--- config.mk ---
export PLATFORM = sky130hd
export DESIGN_NAME = rrpg_top
export DESIGN_NICKNAME = d
export VERILOG_FILES = /design/src/rtl/rrpg_pkg.sv /design/src/rtl/rrpg_delay.sv /design/src/rtl/rrpg_top.sv
export VERILOG_INCLUDE_DIRS = /design/src /design/src/rtl
export SDC_FILE = /design/constraint.sdc
export NUM_CORES = 1
export LEC_CHECK = 0
export ABC_AREA = 1
export BUFFER_PORTS_ARGS = -buffer_cell sky130_fd_sc_hd__buf_2
export CAP_MARGIN = 20
export CORE_AREA = 2 2 115 117
export CTS_BUF_LIST = sky130_fd_sc_hd__clkbuf_4 sky130_fd_sc_hd__clkbuf_8 sky130_fd_sc_hd__clkbuf_16
export DETAILED_ROUTE_END_ITERATION = 7
export DIE_AREA = 0 0 117 119
export PLACE_DENSITY = 0.85
export RECOVER_POWER = 25
export SLEW_MARGIN = 15
export SYNTH_ARGS = -nofsm -noshare
export SYNTH_HDL_FRONTEND = slang
export SYNTH_HIERARCHICAL = 1
export SYNTH_SLANG_ARGS = --single-unit
--- constraint.sdc ---
create_clock -name clk_sys -period 6.25 [get_ports clk_sys]
set_input_delay 0.625 -clock clk_sys [delete_from_list [all_inputs] [get_ports clk_sys]]
set_output_delay 0.625 -clock clk_sys [all_outputs]
set_load 0.005 [all_outputs]
--- src/rtl/rrpg_defines.svh ---
/*
 Timing constants for the resume reset and power-good generator.
 Assumes a 250 MHz system clock; counts derive from times in ms.
*/
`ifndef RRPG_DEFINES_SVH
`define RRPG_DEFINES_SVH
// ==========================================================
// Clock and timing
`define RRPG_CLK_MHZ 250
`define RRPG_RELEASE_DELAY_MS 350
`define RRPG_PG_SHORT_MS 200
`define RRPG_PG_LONG_MS 500
`define RRPG_ASSERT_DELAY_NS 100
`define RRPG_MS_CYCLES(ms) ((ms) * 1000 * `RRPG_CLK_MHZ)
`define RRPG_RELEASE_CYCLES `RRPG_MS_CYCLES(`RRPG_RELEASE_DELAY_MS)
`define RRPG_PG_SHORT_CYCLES `RRPG_MS_CYCLES(`RRPG_PG_SHORT_MS)
`define RRPG_PG_LONG_CYCLES `RRPG_MS_CYCLES(`RRPG_PG_LONG_MS)
// Strap level that selects the short delay (left at default)
`define RRPG_STRAP_SHORT 1'b0
`endif

--- src/rtl/rrpg_pkg.sv ---
/*
 Types for the resume reset and power-good generator.
 Assumes nothing beyond the defines header.
*/
package rrpg_pkg;
    // ==========================================================
    // Sequencer states
    typedef enum logic [1:0] {
        RRPG_HOLD,
        RRPG_COUNT,
        RRPG_DONE
    } rrpg_state_t;
endpackage

--- src/rtl/rrpg_delay.sv ---
/*
 Qualified delay: done rises once arm has stood for limit cycles.
 Assumes arm and limit are synchronous to clk_sys.
*/
module rrpg_delay
    import rrpg_pkg::*;
#(
    parameter int WIDTH = 28
) (
    input wire logic clk_sys,
    input wire logic reset,
    input wire logic arm,
    input wire logic [WIDTH-1:0] limit,
    output logic done
);
    // The compare against limit - 2 needs at least two counter bits
    if (WIDTH < 2) begin : g_bad_width
        $error("rrpg_delay: WIDTH too small");
    end

    rrpg_state_t state;
    rrpg_state_t next_state;
    logic [WIDTH-1:0] count;
    logic [WIDTH-1:0] next_count;

    // ==========================================================
    // Counter sequencer; any drop of arm restarts from zero
    always_comb begin
        next_state = state;
        next_count = count;
        case (state)
            RRPG_HOLD: begin
                next_count = '0;
                if (arm) begin
                    next_state = RRPG_COUNT;
                end
            end
            RRPG_COUNT: begin
                if (!arm) begin
                    next_state = RRPG_HOLD;
                    next_count = '0;
                end else if (count >= limit - WIDTH'(2)) begin
                    next_state = RRPG_DONE;
                end else begin
                    next_count = count + WIDTH'(1);
                end
            end
            RRPG_DONE: begin
                if (!arm) begin
                    next_state = RRPG_HOLD;
                    next_count = '0;
                end
            end
            default: begin
                next_state = RRPG_HOLD;
                next_count = '0;
            end
        endcase
    end

    always_ff @(posedge clk_sys or posedge reset) begin
        if (reset) begin
            state <= RRPG_HOLD;
            count <= '0;
        end else begin
            state <= next_state;
            count <= next_count;
        end
    end

    // Drop of arm clears done combinationally, so falls add no latency
    assign done = (state == RRPG_DONE) && arm;
endmodule

--- src/rtl/rrpg_top.sv ---
/*
 Resume-well reset and power-good generator.
 Assumes supply comparator outputs, the supply-on request and the strap
 are already synchronous to clk_sys (250 MHz).
*/
// How it works
// - Resume reset released after 350 ms standby good
// - Standby dip restarts full release delay
// - Standby drop asserts reset within 100 ns
// - Power good rises after selected delay
// - Strap at power-up picks delay, default 200ms
// - Supply-on request low with both mains good starts power-good delay
`include "rrpg_defines.svh"
module rrpg_top
    import rrpg_pkg::*;
#(
    parameter int RELEASE_CYCLES = `RRPG_RELEASE_CYCLES,
    parameter int PG_SHORT_CYCLES = `RRPG_PG_SHORT_CYCLES,
    parameter int PG_LONG_CYCLES = `RRPG_PG_LONG_CYCLES
) (
    input wire logic clk_sys,
    input wire logic reset,
    input wire logic standby_above_trip,
    input wire logic main33_above_trip,
    input wire logic main5_above_trip,
    input wire logic supply_on_request_n,
    input wire logic delay_strap,
    output logic resume_well_reset_n,
    output logic power_good_out
);
    localparam int CW = 28;

    // Counts below 2 would underflow the compare in the delay counter
    if (RELEASE_CYCLES < 2) begin : g_bad_release
        $error("rrpg_top: RELEASE_CYCLES must be at least 2");
    end
    if (PG_SHORT_CYCLES < 2) begin : g_bad_short
        $error("rrpg_top: PG_SHORT_CYCLES must be at least 2");
    end
    if (PG_LONG_CYCLES < 2) begin : g_bad_long
        $error("rrpg_top: PG_LONG_CYCLES must be at least 2");
    end
    // All delays share one CW-bit counter width
    if (RELEASE_CYCLES >= (1 << CW)) begin : g_wide_release
        $error("rrpg_top: RELEASE_CYCLES exceeds counter width");
    end
    if (PG_SHORT_CYCLES >= (1 << CW)) begin : g_wide_short
        $error("rrpg_top: PG_SHORT_CYCLES exceeds counter width");
    end
    if (PG_LONG_CYCLES >= (1 << CW)) begin : g_wide_long
        $error("rrpg_top: PG_LONG_CYCLES exceeds counter width");
    end

    // ==========================================================
    // Strap capture after reset release
    // Read once only: later moves of the strap pin wait for the next reset
    logic strap_taken;
    logic next_strap_taken;
    logic strap_long;
    logic next_strap_long;

    always_comb begin
        next_strap_taken = 1'b1;
        next_strap_long = strap_long;
        if (!strap_taken) begin
            next_strap_long = (delay_strap != `RRPG_STRAP_SHORT);
        end
    end

    always_ff @(posedge clk_sys or posedge reset) begin
        if (reset) begin
            strap_taken <= 1'b0;
            strap_long <= 1'b0;
        end else begin
            strap_taken <= next_strap_taken;
            strap_long <= next_strap_long;
        end
    end

    // ==========================================================
    // Resume-well reset
    logic resume_done;

    // Arm drops with the comparator, which restarts the full delay
    rrpg_delay #(.WIDTH(CW)) u_resume (
        .clk_sys(clk_sys),
        .reset(reset),
        .arm(standby_above_trip),
        .limit(CW'(RELEASE_CYCLES)),
        .done(resume_done)
    );

    // Combinational fall meets the 100 ns bound with no cycle spent
    assign resume_well_reset_n = resume_done;

    // ==========================================================
    // Power good
    logic pg_arm;
    logic pg_done;
    logic [CW-1:0] pg_limit;

    // Waits for strap capture so the first count uses the right delay
    assign pg_arm = strap_taken && main33_above_trip && main5_above_trip
        && !supply_on_request_n;
    assign pg_limit = strap_long ? CW'(PG_LONG_CYCLES) : CW'(PG_SHORT_CYCLES);

    rrpg_delay #(.WIDTH(CW)) u_pgood (
        .clk_sys(clk_sys),
        .reset(reset),
        .arm(pg_arm),
        .limit(pg_limit),
        .done(pg_done)
    );

    assign power_good_out = pg_done;

    // ==========================================================
    // Checks
    // Helper counters saturate so a long run cannot wrap them back to zero
    logic [CW-1:0] up_cnt;
    logic [CW-1:0] next_up_cnt;
    logic [CW-1:0] pg_cnt;
    logic [CW-1:0] next_pg_cnt;

    always_comb begin
        next_up_cnt = '0;
        next_pg_cnt = '0;
        if (standby_above_trip) begin
            next_up_cnt = (up_cnt == '1) ? up_cnt : up_cnt + CW'(1);
        end
        if (pg_arm) begin
            next_pg_cnt = (pg_cnt == '1) ? pg_cnt : pg_cnt + CW'(1);
        end
    end

    always_ff @(posedge clk_sys or posedge reset) begin
        if (reset) begin
            up_cnt <= '0;
            pg_cnt <= '0;
        end else begin
            up_cnt <= next_up_cnt;
            pg_cnt <= next_pg_cnt;
        end
    end

    release_early_a: assert property (
        @(posedge clk_sys) disable iff (reset)
        resume_well_reset_n |-> up_cnt >= CW'(RELEASE_CYCLES - 1))
        else $error("resume reset released early");

    release_late_a: assert property (
        @(posedge clk_sys) disable iff (reset)
        (standby_above_trip && up_cnt == CW'(RELEASE_CYCLES)) |-> resume_well_reset_n)
        else $error("resume reset released late");

    release_stays_a: assert property (
        @(posedge clk_sys) disable iff (reset)
        resume_well_reset_n |=> resume_well_reset_n || !standby_above_trip)
        else $error("resume reset fell with standby good");

    out_in_reset_a: assert property (
        @(posedge clk_sys)
        reset |-> !resume_well_reset_n && !power_good_out)
        else $error("outputs active during reset");

    dip_restart_a: assert property (
        @(posedge clk_sys) disable iff (reset)
        (!standby_above_trip ##1 standby_above_trip) |-> !resume_well_reset_n [*2])
        else $error("dip did not restart delay");

    reset_fall_a: assert property (
        @(posedge clk_sys) disable iff (reset)
        !standby_above_trip |-> !resume_well_reset_n)
        else $error("resume reset not asserted at once");

    pg_early_a: assert property (
        @(posedge clk_sys) disable iff (reset)
        power_good_out |-> pg_cnt >= (strap_long ? CW'(PG_LONG_CYCLES - 1)
                                                 : CW'(PG_SHORT_CYCLES - 1)))
        else $error("power good rose early");

    pg_stays_a: assert property (
        @(posedge clk_sys) disable iff (reset)
        power_good_out |=> power_good_out || !pg_arm)
        else $error("power good fell with supplies good");

    pg_late_a: assert property (
        @(posedge clk_sys) disable iff (reset)
        (pg_arm && pg_cnt == (strap_long ? CW'(PG_LONG_CYCLES) : CW'(PG_SHORT_CYCLES)))
        |-> power_good_out)
        else $error("power good rose late");

    strap_hold_a: assert property (
        @(posedge clk_sys) disable iff (reset)
        strap_taken |=> $stable(strap_long))
        else $error("strap selection changed");

    strap_pick_a: assert property (
        @(posedge clk_sys) disable iff (reset)
        !strap_taken |=> strap_long == ($past(delay_strap) != `RRPG_STRAP_SHORT))
        else $error("strap level not captured");

    strap_keep_a: assert property (
        @(posedge clk_sys) disable iff (reset)
        strap_taken |=> strap_taken)
        else $error("strap capture lost");

    pg_wait_strap_a: assert property (
        @(posedge clk_sys) disable iff (reset)
        !strap_taken |-> !power_good_out)
        else $error("power good before strap capture");

    pg_drop_a: assert property (
        @(posedge clk_sys) disable iff (reset)
        (supply_on_request_n || !main33_above_trip || !main5_above_trip)
        |-> !power_good_out)
        else $error("power good not dropped at once");

    pg_restart_a: assert property (
        @(posedge clk_sys) disable iff (reset)
        (!pg_arm ##1 pg_arm) |-> !power_good_out [*2])
        else $error("power good delay not restarted");
endmodule

; ---- After elaboration in Yosys (flattened, before gate mapping)
; Index checks and enable logic that the tools add are counted.
[word_totals]
ff_bits = 62
input_bits = 7
output_inout_bits = 2
word_cells = 54
[classes]
addsub = 3
magnitude_cmp = 2
n_eq_ne = 12
n_mux = 19
n_reduce_logical = 12
[op_table]
columns = operator, n
row1 = $mux W28, 6
row2 = $pmux W28 S2, 2
row3 = $add A28 B1 Y28 const B, 2
row4 = $ge A28 B27 Y1 const B, 1
row5 = $ge A28 B28 Y1, 1
row6 = $sub A27 B2 Y28 const B, 1
row7 = $mux W27, 1
row8 = $mux W2, 8
row9 = $pmux W2 S3, 2
row10 = $ne A3 B3 Y1 const B, 3
row11 = $ne A2 B2 Y1 const B, 3
row12 = $reduce_and A3 Y1, 2
row13 = $logic_and A1 B1 Y1, 5
row14 = $eq A2 B1 Y1 const B, 2
row15 = $eq A2 B2 Y1 const B, 2
row16 = $logic_not A2 Y1, 2
row17 = $reduce_and A2 Y1, 2
row18 = $ne A3 B2 Y1 const B, 1
row19 = $ne A2 B1 Y1 const B, 1
row20 = $logic_not A1 Y1, 1

; ---- Depth between registers and ports, before layout
; Gate-level depths: netlist of run 1.
[depth]
depth_word = 6
ltp_mapped = 23
depth_no_buf = 21

; ---- By module
; Netlist of run 1, hierarchy kept.
[modules_own_cells]
columns = module, n_inst, cells_each, area_each_um2
row1 = rrpg_delay (u_resume), 1, 576, 3704.8
row2 = rrpg_delay (u_pgood), 1, 581, 3651.0
row3 = rrpg_top, 1, 14, 95.1

; ---- Worst setup path before layout of run 1
; OpenSTA, ideal clock, no wires.
[synth_path]
path_kind = register -> register
startpoint = register strap_long
endpoint = register u_pgood.count[12]
arrival_time_ns = 2.943
t_required_ns = 6.133
path_slack_ns = 3.191
stages_incl_launch_ff = 21
n_path_buf = 2
cell_sequence = dfrtp_1 -> inv_1 -> nor2_1 -> inv_1 -> nor3_4 -> nand2_1 -> nor2_1 -> xnor2_1 -> ha_1 -> nand2_1 -> nor2_1 -> nand2_1 -> nor2_1 -> nand2_1 -> nand2_2 -> nor2_4 -> nand3_4 -> buf_12 -> buf_12 -> nand3_1 -> nand2_1
[synth_via]
elab_chain_cells = 5
[synth_lines]
columns = element, line_no
row1 = from (decl), rrpg_top.sv:59  ; logic strap_long;
row2 = from (signal assigned), rrpg_top.sv:76  ; strap_long <= next_strap_long;
row3 = $mux W27, rrpg_top.sv:105  ; assign pg_limit = strap_long ? CW'(PG_LONG_CYCLES) : CW'(PG_SHORT_CYCLES);
row4 = named net pg_limit[13], rrpg_top.sv:100  ; logic [CW-1:0] pg_limit;
row5 = $sub A27 B2 Y28, rrpg_delay.sv:42  ; end else if (count >= limit - WIDTH'(2)) begin
row6 = $ge A28 B28 Y1, rrpg_delay.sv:42
row7 = $ne A3 B3 Y1 (no line), --
row8 = $reduce_and A2 Y1 (no line), --
row9 = to (signal assigned), rrpg_delay.sv:67  ; count <= next_count;
row10 = to (decl), rrpg_delay.sv:23  ; logic [WIDTH-1:0] count;
; The timed path passes the listed nets, and every way through them passes these cells.
; A chain may end at the register's enable or synchronous reset.

; ---- Final worst setup path of run 1
[layout_path]
startpoint = register strap_long
endpoint = register u_pgood.count[17]
; The elaborated chain is that of the path after synthesis.

==> results.txt, run 1 <==
The flow ran to the end, but the final reports show violations. The checks that failed: max-capacitance violations, max-slew violations. The Yosys warning count came out at 6. After detailed routing, the average wire length per cell comes to 12.53 um. 0 antenna diodes ended up in the layout. The tools report the number of hold buffers added after CTS as 0. By startpoint and endpoint, the worst setup path is classified as reg2reg.

The synthesis-to-layout area growth is 10.81%, and the count of flip-flops with a built-in enable after synthesis is 0. The via count of the first global-routing pass came out at 7,083. The clock transition at the registers of the reported paths came out at 0.06 ns. For the total of fill cells in the finished design, the log shows 1,207. The critical path buffer and inverter count was 2. STA classifies the critical path endpoint as a flip-flop. Area share of xor/xnor cells in the synthesized design: 0.07288. The root buffer cell chosen for the clock tree is sky130_fd_sc_hd__clkbuf_16. The layout cell share with drive strength beyond 1 works out to 0.09315.

Largest family of logic cells by synthesized area: simple AND/OR/NAND/NOR gates. The TritonCTS sink count was 62. The slowest cell on the critical path is sky130_fd_sc_hd__dfrtp_1.

The synthesized design contains 62 register bits. Setup slack closes at 2.388 ns. The headroom to the max-slew limit came out at -0.1347. In this run the worst path has a maximum fanout of 29. TritonCTS built the clock tree. Most common cell in the netlist: sky130_fd_sc_hd__nand2_1.

The H-tree was split into 3 levels. The tools report the number of max-cap violations as 2. Achievable frequency: 258.9 MHz. Dividing the detail-routed via count by the number of cells gives 5.018. The maximum vdd drop was 129.2 uV. The dominant delay contributor by cell family on the critical path is simple AND/OR/NAND/NOR gates. The count of nets left with antenna violations once routing finished came out at 0. The cell count after synthesis came out at 1,171. The run gives 13,960 um as the half-perimeter wire length after detailed placement. The final core utilization came out at 0.6413. The synthesized design spends more area on one cell type than any other, namely sky130_fd_sc_hd__dfrtp_1. The initial antenna violation count was 0.

The share of synthesized area occupied by flip-flops and latches was 0.2082; the static leakage was 4.138 nW. In the synthesized netlist the dominant register cell turns out to be sky130_fd_sc_hd__dfrtp_1. The logs give 508 for the DRC marker count from the first detailed-route iteration and 1,475 for the final standard cell count with taps included and fillers excluded.

Hold is met by 0.1696 ns. In this run, placement finished with an instance count of 1,459. The tools report the cell area reported after detailed placement as 7954 sq um. The initial core utilization is 0.5787. The critical path's most frequent cell was sky130_fd_sc_hd__nand2_1. The final cycle utilization of the critical path works out to 0.6179. The global-route wire length before repair is 31,440 um. Prior to clock tree synthesis, the placed netlist has a worst setup slack of 2.421 ns. For the setup slack on the worst flop-to-flop path, the log shows 2.39 ns. On the final layout, the worst clock skew is 0.01144 ns.

The tools report the insertion delay to the later sink of the worst-skew pair as 0.34 ns. The count of unresolved DRC violations after routing is 0. Yosys mapped the design onto 38 distinct sky130hd cell types.

The final routed wirelength across all metal layers is 18,490 um, and the transition time of the tightest slew-check pin is 1.702 ns. The area share of the largest cell type after synthesis came out at 0.2082. By area the synthesized netlist is led by sky130_fd_sc_hd__dfrtp_1 (21%), sky130_fd_sc_hd__nand2_1 (18%), sky130_fd_sc_hd__ha_1 (10%). The total count of max-transition violations in the final report is 62.

The logs give 31 for the pin count of the biggest net entering global routing and 0 ns for the total negative setup slack. Ranked by instance count, the synthesized netlist is headed by sky130_fd_sc_hd__nand2_1 (352), sky130_fd_sc_hd__nor2_1 (168), sky130_fd_sc_hd__inv_1 (125). The average instance in the mapped netlist occupies 6.363 sq um. The die covers 13,920 sq um. The min-delay analysis places its worst path in the category in2async.

Clock tree synthesis inserted a total of 9 buffers. Overall power consumption after layout is estimated at 1.068 mW. The congestion estimate from routability-driven global placement came to 0.9194. Once the clock tree was built, the resizer swapped 0 gates to a different size. The area fraction in compound gates after synthesis works out to 0.02149.

For the finished layout, the period the worst path requires is 3.862 ns. The power density over the cells came out at 129.4 nW/um^2. Counting along the longest clock path gives a buffer depth of 2. The number of buffers inserted by post-CTS setup repair is 0, and the top-level port count is 9. The floorplan row count was 42. In this run the cell area of the synthesized design comes to 7451 sq um. Traced cell by cell, the critical path runs through inv_1 -> nor2_1 -> inv_1 -> nor3_4 -> nand2_1 -> nor2_1 -> xnor2_1 -> ha_1 -> nand2_1 -> nor2_1 -> nand2_1 -> nor2_1 -> nand2_1 -> nand2_2 -> nor2_4 -> nand3_4 -> nand2_4 -> nand2_1 -> nand2_1. The die extent in y came out at 119 um.

Total track usage: 0.2801. Data arrives at the worst endpoint at 4.14 ns. The routed layout has 7,401 vias.

The synthesized-area fraction occupied by and/or/nand/nor cells is 0.4887. The core region is 12,870 sq um. Setup repair after global routing left no endpoint under its margin. After the last flow step, the layout net total stands at 1,361. STA puts the critical path data required time at 6.52 ns. The critical path's largest stage delay was 0.81 ns. The floorplan step set the die width to 117 um. Before antenna repair, the detailed router went through 5 iterations. The total of buffers placed on input and output ports was 8; the arithmetic-cell share of the synthesized area counting full adders, half adders and majority gates was 0.1008.

The tools report the element type at the critical path start as a flip-flop. Final setup violation count: 0. The finished cells cover 8257 sq um. Summed over all layers, the global routing overflow is 0.

The async set or reset register ratio after synthesis is 1.000. The post-synthesis mux area share was 0. Final-report hold violation count: 0.
[worst paths after layout]
kind	startpoint	end	cells past startpoint
min	reset	strap_taken	2
min in group clk_sys	delay_strap	strap_long	3
max in group asynchronous	reset	u_pgood/count[13]	3
max	strap_long	u_pgood/count[17]	19
max reg2reg	strap_long	u_pgood/count[17]	19
min reg2reg	u_pgood/state[0]	u_pgood/state[0]	1
[cell families after synthesis]
logic type      after synthesis
fa+ha+maj                    60
buf+inv                     170
simple gates                786
compound gates               29
xor+xnor                     62
flops                        62
other cells                   2
[flip-flops by register name (all words and copies together), names as in the netlist]
signal          count
u_pgood/state       2
u_pgood/count      28
u_resume/state      2
strap_long          1
u_resume/count     28
strap_taken         1
[power breakdown]
group / internal (mW) / switching, mW / total (mW)
clock: 0.328 / 0.201 / 0.529
combinational: 0.0394 / 0.0902 / 0.130
sequential: 0.403 / 0.00622 / 0.410
[layer usage]
metal	wire length, um	vias up	GRT usage
met5	0	-	0
li1	-	3835	-
met4	738	0	0.1368
met1	7583	3339	0.3185
met3	591	59	0.03410
met2	9574	168	0.5076
[area by class of cell]
cell class | instances | area, sq um | area share
multi-input cells | 1067 | 5583 | 0.6762
flip-flops and latches | 62 | 1551 | 0.1879
inverters | 143 | 536.8 | 0.06501
clock buffers | 11 | 246.5 | 0.02985
well taps | 176 | 220.2 | 0.02667
clock inverters | 5 | 65.06 | 0.007880
repair buffers | 11 | 53.80 | 0.006516
[cell usage in the layout, fill, tap and decap left out, types with 4 or more instances in the layout]
master,n
sky130_fd_sc_hd__xnor2_1,26
sky130_fd_sc_hd__or2_2,6
sky130_fd_sc_hd__nor2_4,10
sky130_fd_sc_hd__xor2_1,36
sky130_fd_sc_hd__ha_1,60
sky130_fd_sc_hd__conb_1,130
sky130_fd_sc_hd__nor3_1,36
sky130_fd_sc_hd__nand3_2,17
sky130_fd_sc_hd__nand3_1,113
sky130_fd_sc_hd__buf_2,7
sky130_fd_sc_hd__nor2_2,10
sky130_fd_sc_hd__inv_2,16
sky130_fd_sc_hd__nand4_1,17
sky130_fd_sc_hd__a21o_1,4
sky130_fd_sc_hd__a21oi_1,20
sky130_fd_sc_hd__clkbuf_16,9
sky130_fd_sc_hd__nor3_2,5
sky130_fd_sc_hd__nor2_1,168
sky130_fd_sc_hd__nand2_2,24
sky130_fd_sc_hd__nor4_1,17
sky130_fd_sc_hd__dfrtp_1,62
sky130_fd_sc_hd__inv_1,125
sky130_fd_sc_hd__nand2_1,352
Power figures use the tool's default switching activity.
==> run 2: changes to the inputs <==
--- a/config.mk
+++ b/config.mk
@@ -9,11 +9,11 @@
 export ABC_AREA = 1
 export BUFFER_PORTS_ARGS = -buffer_cell sky130_fd_sc_hd__buf_2
 export CAP_MARGIN = 20
-export CORE_AREA = 2 2 115 117
+export CORE_AREA = 2 2 116 118
 export CTS_BUF_LIST = sky130_fd_sc_hd__clkbuf_4 sky130_fd_sc_hd__clkbuf_8 sky130_fd_sc_hd__clkbuf_16
 export DETAILED_ROUTE_END_ITERATION = 7
-export DIE_AREA = 0 0 117 119
-export PLACE_DENSITY = 0.85
+export DIE_AREA = 0 0 118 120
+export PLACE_DENSITY = 0.87
 export RECOVER_POWER = 25
 export SLEW_MARGIN = 15
 export SYNTH_ARGS = -nofsm -noshare
==> constraint.sdc (replaced) <==
create_clock -name clk_sys -period 3.1 [get_ports clk_sys]
set_input_delay 0.31 -clock clk_sys [delete_from_list [all_inputs] [get_ports clk_sys]]
set_output_delay 0.31 -clock clk_sys [all_outputs]
set_load 0.005 [all_outputs]
==> run 2 against run 1 <==
Effect of this change:
- the flow still finishes with violations (max-capacitance violations, max-slew violations)
- sequential cell count did not move
- combinational power up 110%
- clock-buffer cell count grew 1
- sequential power is 100% higher
- sequential share of layout area shrank 0.19 points
- non-clock buffer count up 9
- highest routed layer unchanged
==> results.txt, run 2 (synthesized netlist as in run 1, its figures left out) <==
The synthesis-to-layout area growth was 11.92% (was 10.81%). The logs give 13,960 um (about the same) for the half-perimeter wire length after detailed placement and 895 (was 508) for the DRC marker count from the first detailed-route iteration. The critical path's largest stage delay is 0.35 ns (was 0.81 ns). The total count of max-transition violations in the final report is 62 (unchanged).

The tools report the kind of end point of the critical path as a flip-flop (unchanged). The total of buffers placed on input and output ports came out at 8 (unchanged). For the clock buffer count from CTS, the log shows 9 (unchanged).

Total vias in the final route: 7,408 (was 7,401). Top Registers: u_pgood/count x28, u_resume/count x28 (unchanged). Setup repair after global routing left no endpoint under its margin. For the data required time at the worst endpoint, the log shows 3.37 ns (was 6.52 ns). For the global-route wire length before repair, the log shows 31,090 um (was 31,440 um).

The average vias per placed instance was 4.992 (was 5.018). Critical path buffer and inverter count: 5 (was 2). The TritonCTS sink count was 62 (unchanged); the die area was 14,160 sq um (was 13,920 sq um). The critical path's most frequent cell is sky130_fd_sc_hd__nand2_1 (unchanged). The tools report the initial antenna violation count as 0 (unchanged).

The run gives 3.07 ns (was 4.14 ns) as the arrival time reported for the critical path endpoint. The logic depth of the worst path, buffers included came out at 20 (was 19). Most used cells in the layout excluding fill and tap cells: sky130_fd_sc_hd__nand2_1 (352), sky130_fd_sc_hd__nor2_1 (167), sky130_fd_sc_hd__conb_1 (130) (was sky130_fd_sc_hd__nand2_1 (352), sky130_fd_sc_hd__nor2_1 (168), sky130_fd_sc_hd__conb_1 (130)).

The clock transition at the registers of the reported paths came out at 0.06 ns (about the same). The total negative setup slack came out at 0 ns (unchanged). Maximum fanout count along the critical path: 13 (was 29). The tools report the total power draw as 2.151 mW (was 1.068 mW).

TritonCTS built the clock tree. The logs give 6,918 (was 7,083) for the via count of the first global-routing pass and 0 (unchanged) for the count of unresolved DRC violations after routing. Violations in the final reports: max-capacitance violations, max-slew violations (unchanged). The chip width was 118 um (was 117 um). The tools report the layout net count as 1,370 (was 1,361). The detail-routed net length per standard cell came out at 12.14 um (was 12.53 um). The tools report the maximum vdd drop as 270.2 uV (was 129.2 uV). The minimum clock period after layout came out at 2.802 ns (was 3.862 ns). The launch point of the worst reg-to-reg path is strap_long (unchanged). The tools report the element type at the critical path start as a flip-flop (unchanged). The tools report the routability congestion estimate as 0.9052 (was 0.9194). The endpoint of the lowest-slack register-to-register path is u_pgood/count[24] (was u_pgood/count[17]).

The dominant delay contributor by cell family on the critical path is simple AND/OR/NAND/NOR gates (unchanged). Layout cell share with drive strength beyond 1: 0.09862 (was 0.09315). The type of the worst setup path was reg2reg (unchanged). Slowest cell on the critical path: sky130_fd_sc_hd__dfrtp_1 (unchanged).

The logs give 0.34 ns (about the same) for the insertion delay to the later sink of the worst-skew pair and -0.1418 (was -0.1347) for the headroom to the max-slew limit. The worst clock skew on the final layout came out at 0.007190 ns (was 0.01144 ns). The run gives 5 (unchanged) as the iteration count of the initial detailed-routing pass. The post-route antenna net violation count was 0 (unchanged). The initial core utilization was 0.5740 (was 0.5787). The master cell of the clock root buffer was sky130_fd_sc_hd__clkbuf_16 (unchanged). The count of antenna diodes in the layout was 0 (unchanged). The run gives 0 (unchanged) as the final setup violation count. The transition time of the tightest slew-check pin works out to 1.713 ns (was 1.702 ns). The pin count of the biggest net entering global routing came out at 31 (unchanged). The launch instance of the worst min-delay path was delay_strap.

The run finished, with violations left. The timing startpoint of the critical path was strap_long (unchanged). Final-report hold violation count: 0 (unchanged). The power density over the cells was 258.0 nW/um^2 (was 129.4 nW/um^2).

The tools report the core box area as 12,980 sq um (was 12,870 sq um). The worst setup path endpoint is u_pgood/count[24] (was u_pgood/count[17]). The tools report the clock tree buffer depth as 2 (unchanged). The number of max-cap violations came out at 2 (unchanged).

The static leakage is 4.161 nW (was 4.138 nW), and the number of cells on the worst reg-to-reg path is 20 (was 19). The run gives 0.30 ns (was 2.39 ns) as the setup slack on the worst flop-to-flop path. The count of H-tree levels built during CTS is 3 (unchanged). The most frequent standard cell in the layout excluding fill and tap cells was sky130_fd_sc_hd__nand2_1 (unchanged). The final routed wirelength across all metal layers came out at 18,020 um (was 18,490 um). The floorplan row count is 42 (unchanged). The residual overflow from global routing was 0 (unchanged); the final cycle utilization of the critical path was 0.9039 (was 0.6179). The achievable frequency came out at 356.9 MHz (was 258.9 MHz).

The type of the tightest min-delay check was in2reg (was in2async). The die extent in y is 120 um (was 119 um). The total track usage was 0.2663 (was 0.2801). Crit path cell chain: buf_6 -> inv_1 -> nor2_1 -> inv_1 -> nor3_4 -> nand2_1 -> nor2_2 -> xnor2_1 -> ha_1 -> nand2_1 -> nor2_1 -> nand2_1 -> inv_1 -> nand2_1 -> nand3_1 -> nand2_2 -> nand3_4 -> buf_4 -> nand3_1 -> nand2_1 (was inv_1 -> nor2_1 -> inv_1 -> nor3_4 -> nand2_1 -> nor2_1 -> xnor2_1 -> ha_1 -> nand2_1 -> nor2_1 -> nand2_1 -> nor2_1 -> nand2_1 -> nand2_2 -> nor2_4 -> nand3_4 -> nand2_4 -> nand2_1 -> nand2_1). The top-level port count is 9 (unchanged).
[run 2: tightest hold or removal path: stages]
cell and delay (ns):
sky130_fd_sc_hd__buf_2 0.07, sky130_fd_sc_hd__nand2_1 0.05, sky130_fd_sc_hd__nand2_1 0.05
[run 2: metal layers]
layer  wire length [um]  part of all wire  global-route usage
met5                  0                 0                   0
met3               1035             0.057             0.04230
met4                556             0.031              0.1107
met2               8654              0.48              0.4629
met1               7773              0.43              0.3288
[run 2: report_power, final]
part | total (mW) | switching, mW | leakage (nW) | internal, mW
clock network | 1.05 | 0.387 | 0.150 | 0.667
logic | 0.279 | 0.193 | 3.15 | 0.0855
registers | 0.819 | 0.00525 | 0.859 | 0.814
total | 2.15 | 0.585 | 4.16 | 1.57
[run 2: cell type report]
cell class              count  area (sq um)
well taps                 176         220.2
fillers                  1180          4641
clock inverters             4         55.05
repair buffers             20         127.6
flip-flops and latches     62          1551
clock buffers              12         254.0
multi-input cells        1067          5594
inverters                 143         536.8
[run 2: worst min path at each step]
stage                            end  slack (ns)  depth (start not counted)
after floorplan           strap_long        0.05                          1
after global placement    strap_long        0.21                          2
after detailed placement  strap_long        0.21                          2
after CTS                 strap_long        0.17                          3
after global routing      strap_long        0.20                          3
final                     strap_long        0.17                          3
[run 2: through the flow]
stage	cells	cell area (sq um)	worst slack (ns)	util	hold WS, ns
floorplan	1299	7931	0.04080	-	0.05118
global placement	1466	8006	0.3014	0.6168	0.2102
detailed placement	1466	8006	0.1830	0.6168	0.2125
CTS	1483	8325	0.1423	0.6414	0.1729
global route	1484	8339	0.02221	0.6425	0.2020
finish	1484	8339	0.2978	0.6425	0.1731
[run 2: repair_timing]
action	in CTS	in global routing
setup endpoints to repair	0	29
setup buffers	0	1
hold buffers	1	0
gates resized for setup	0	4
endpoints found under the hold margin	2	0
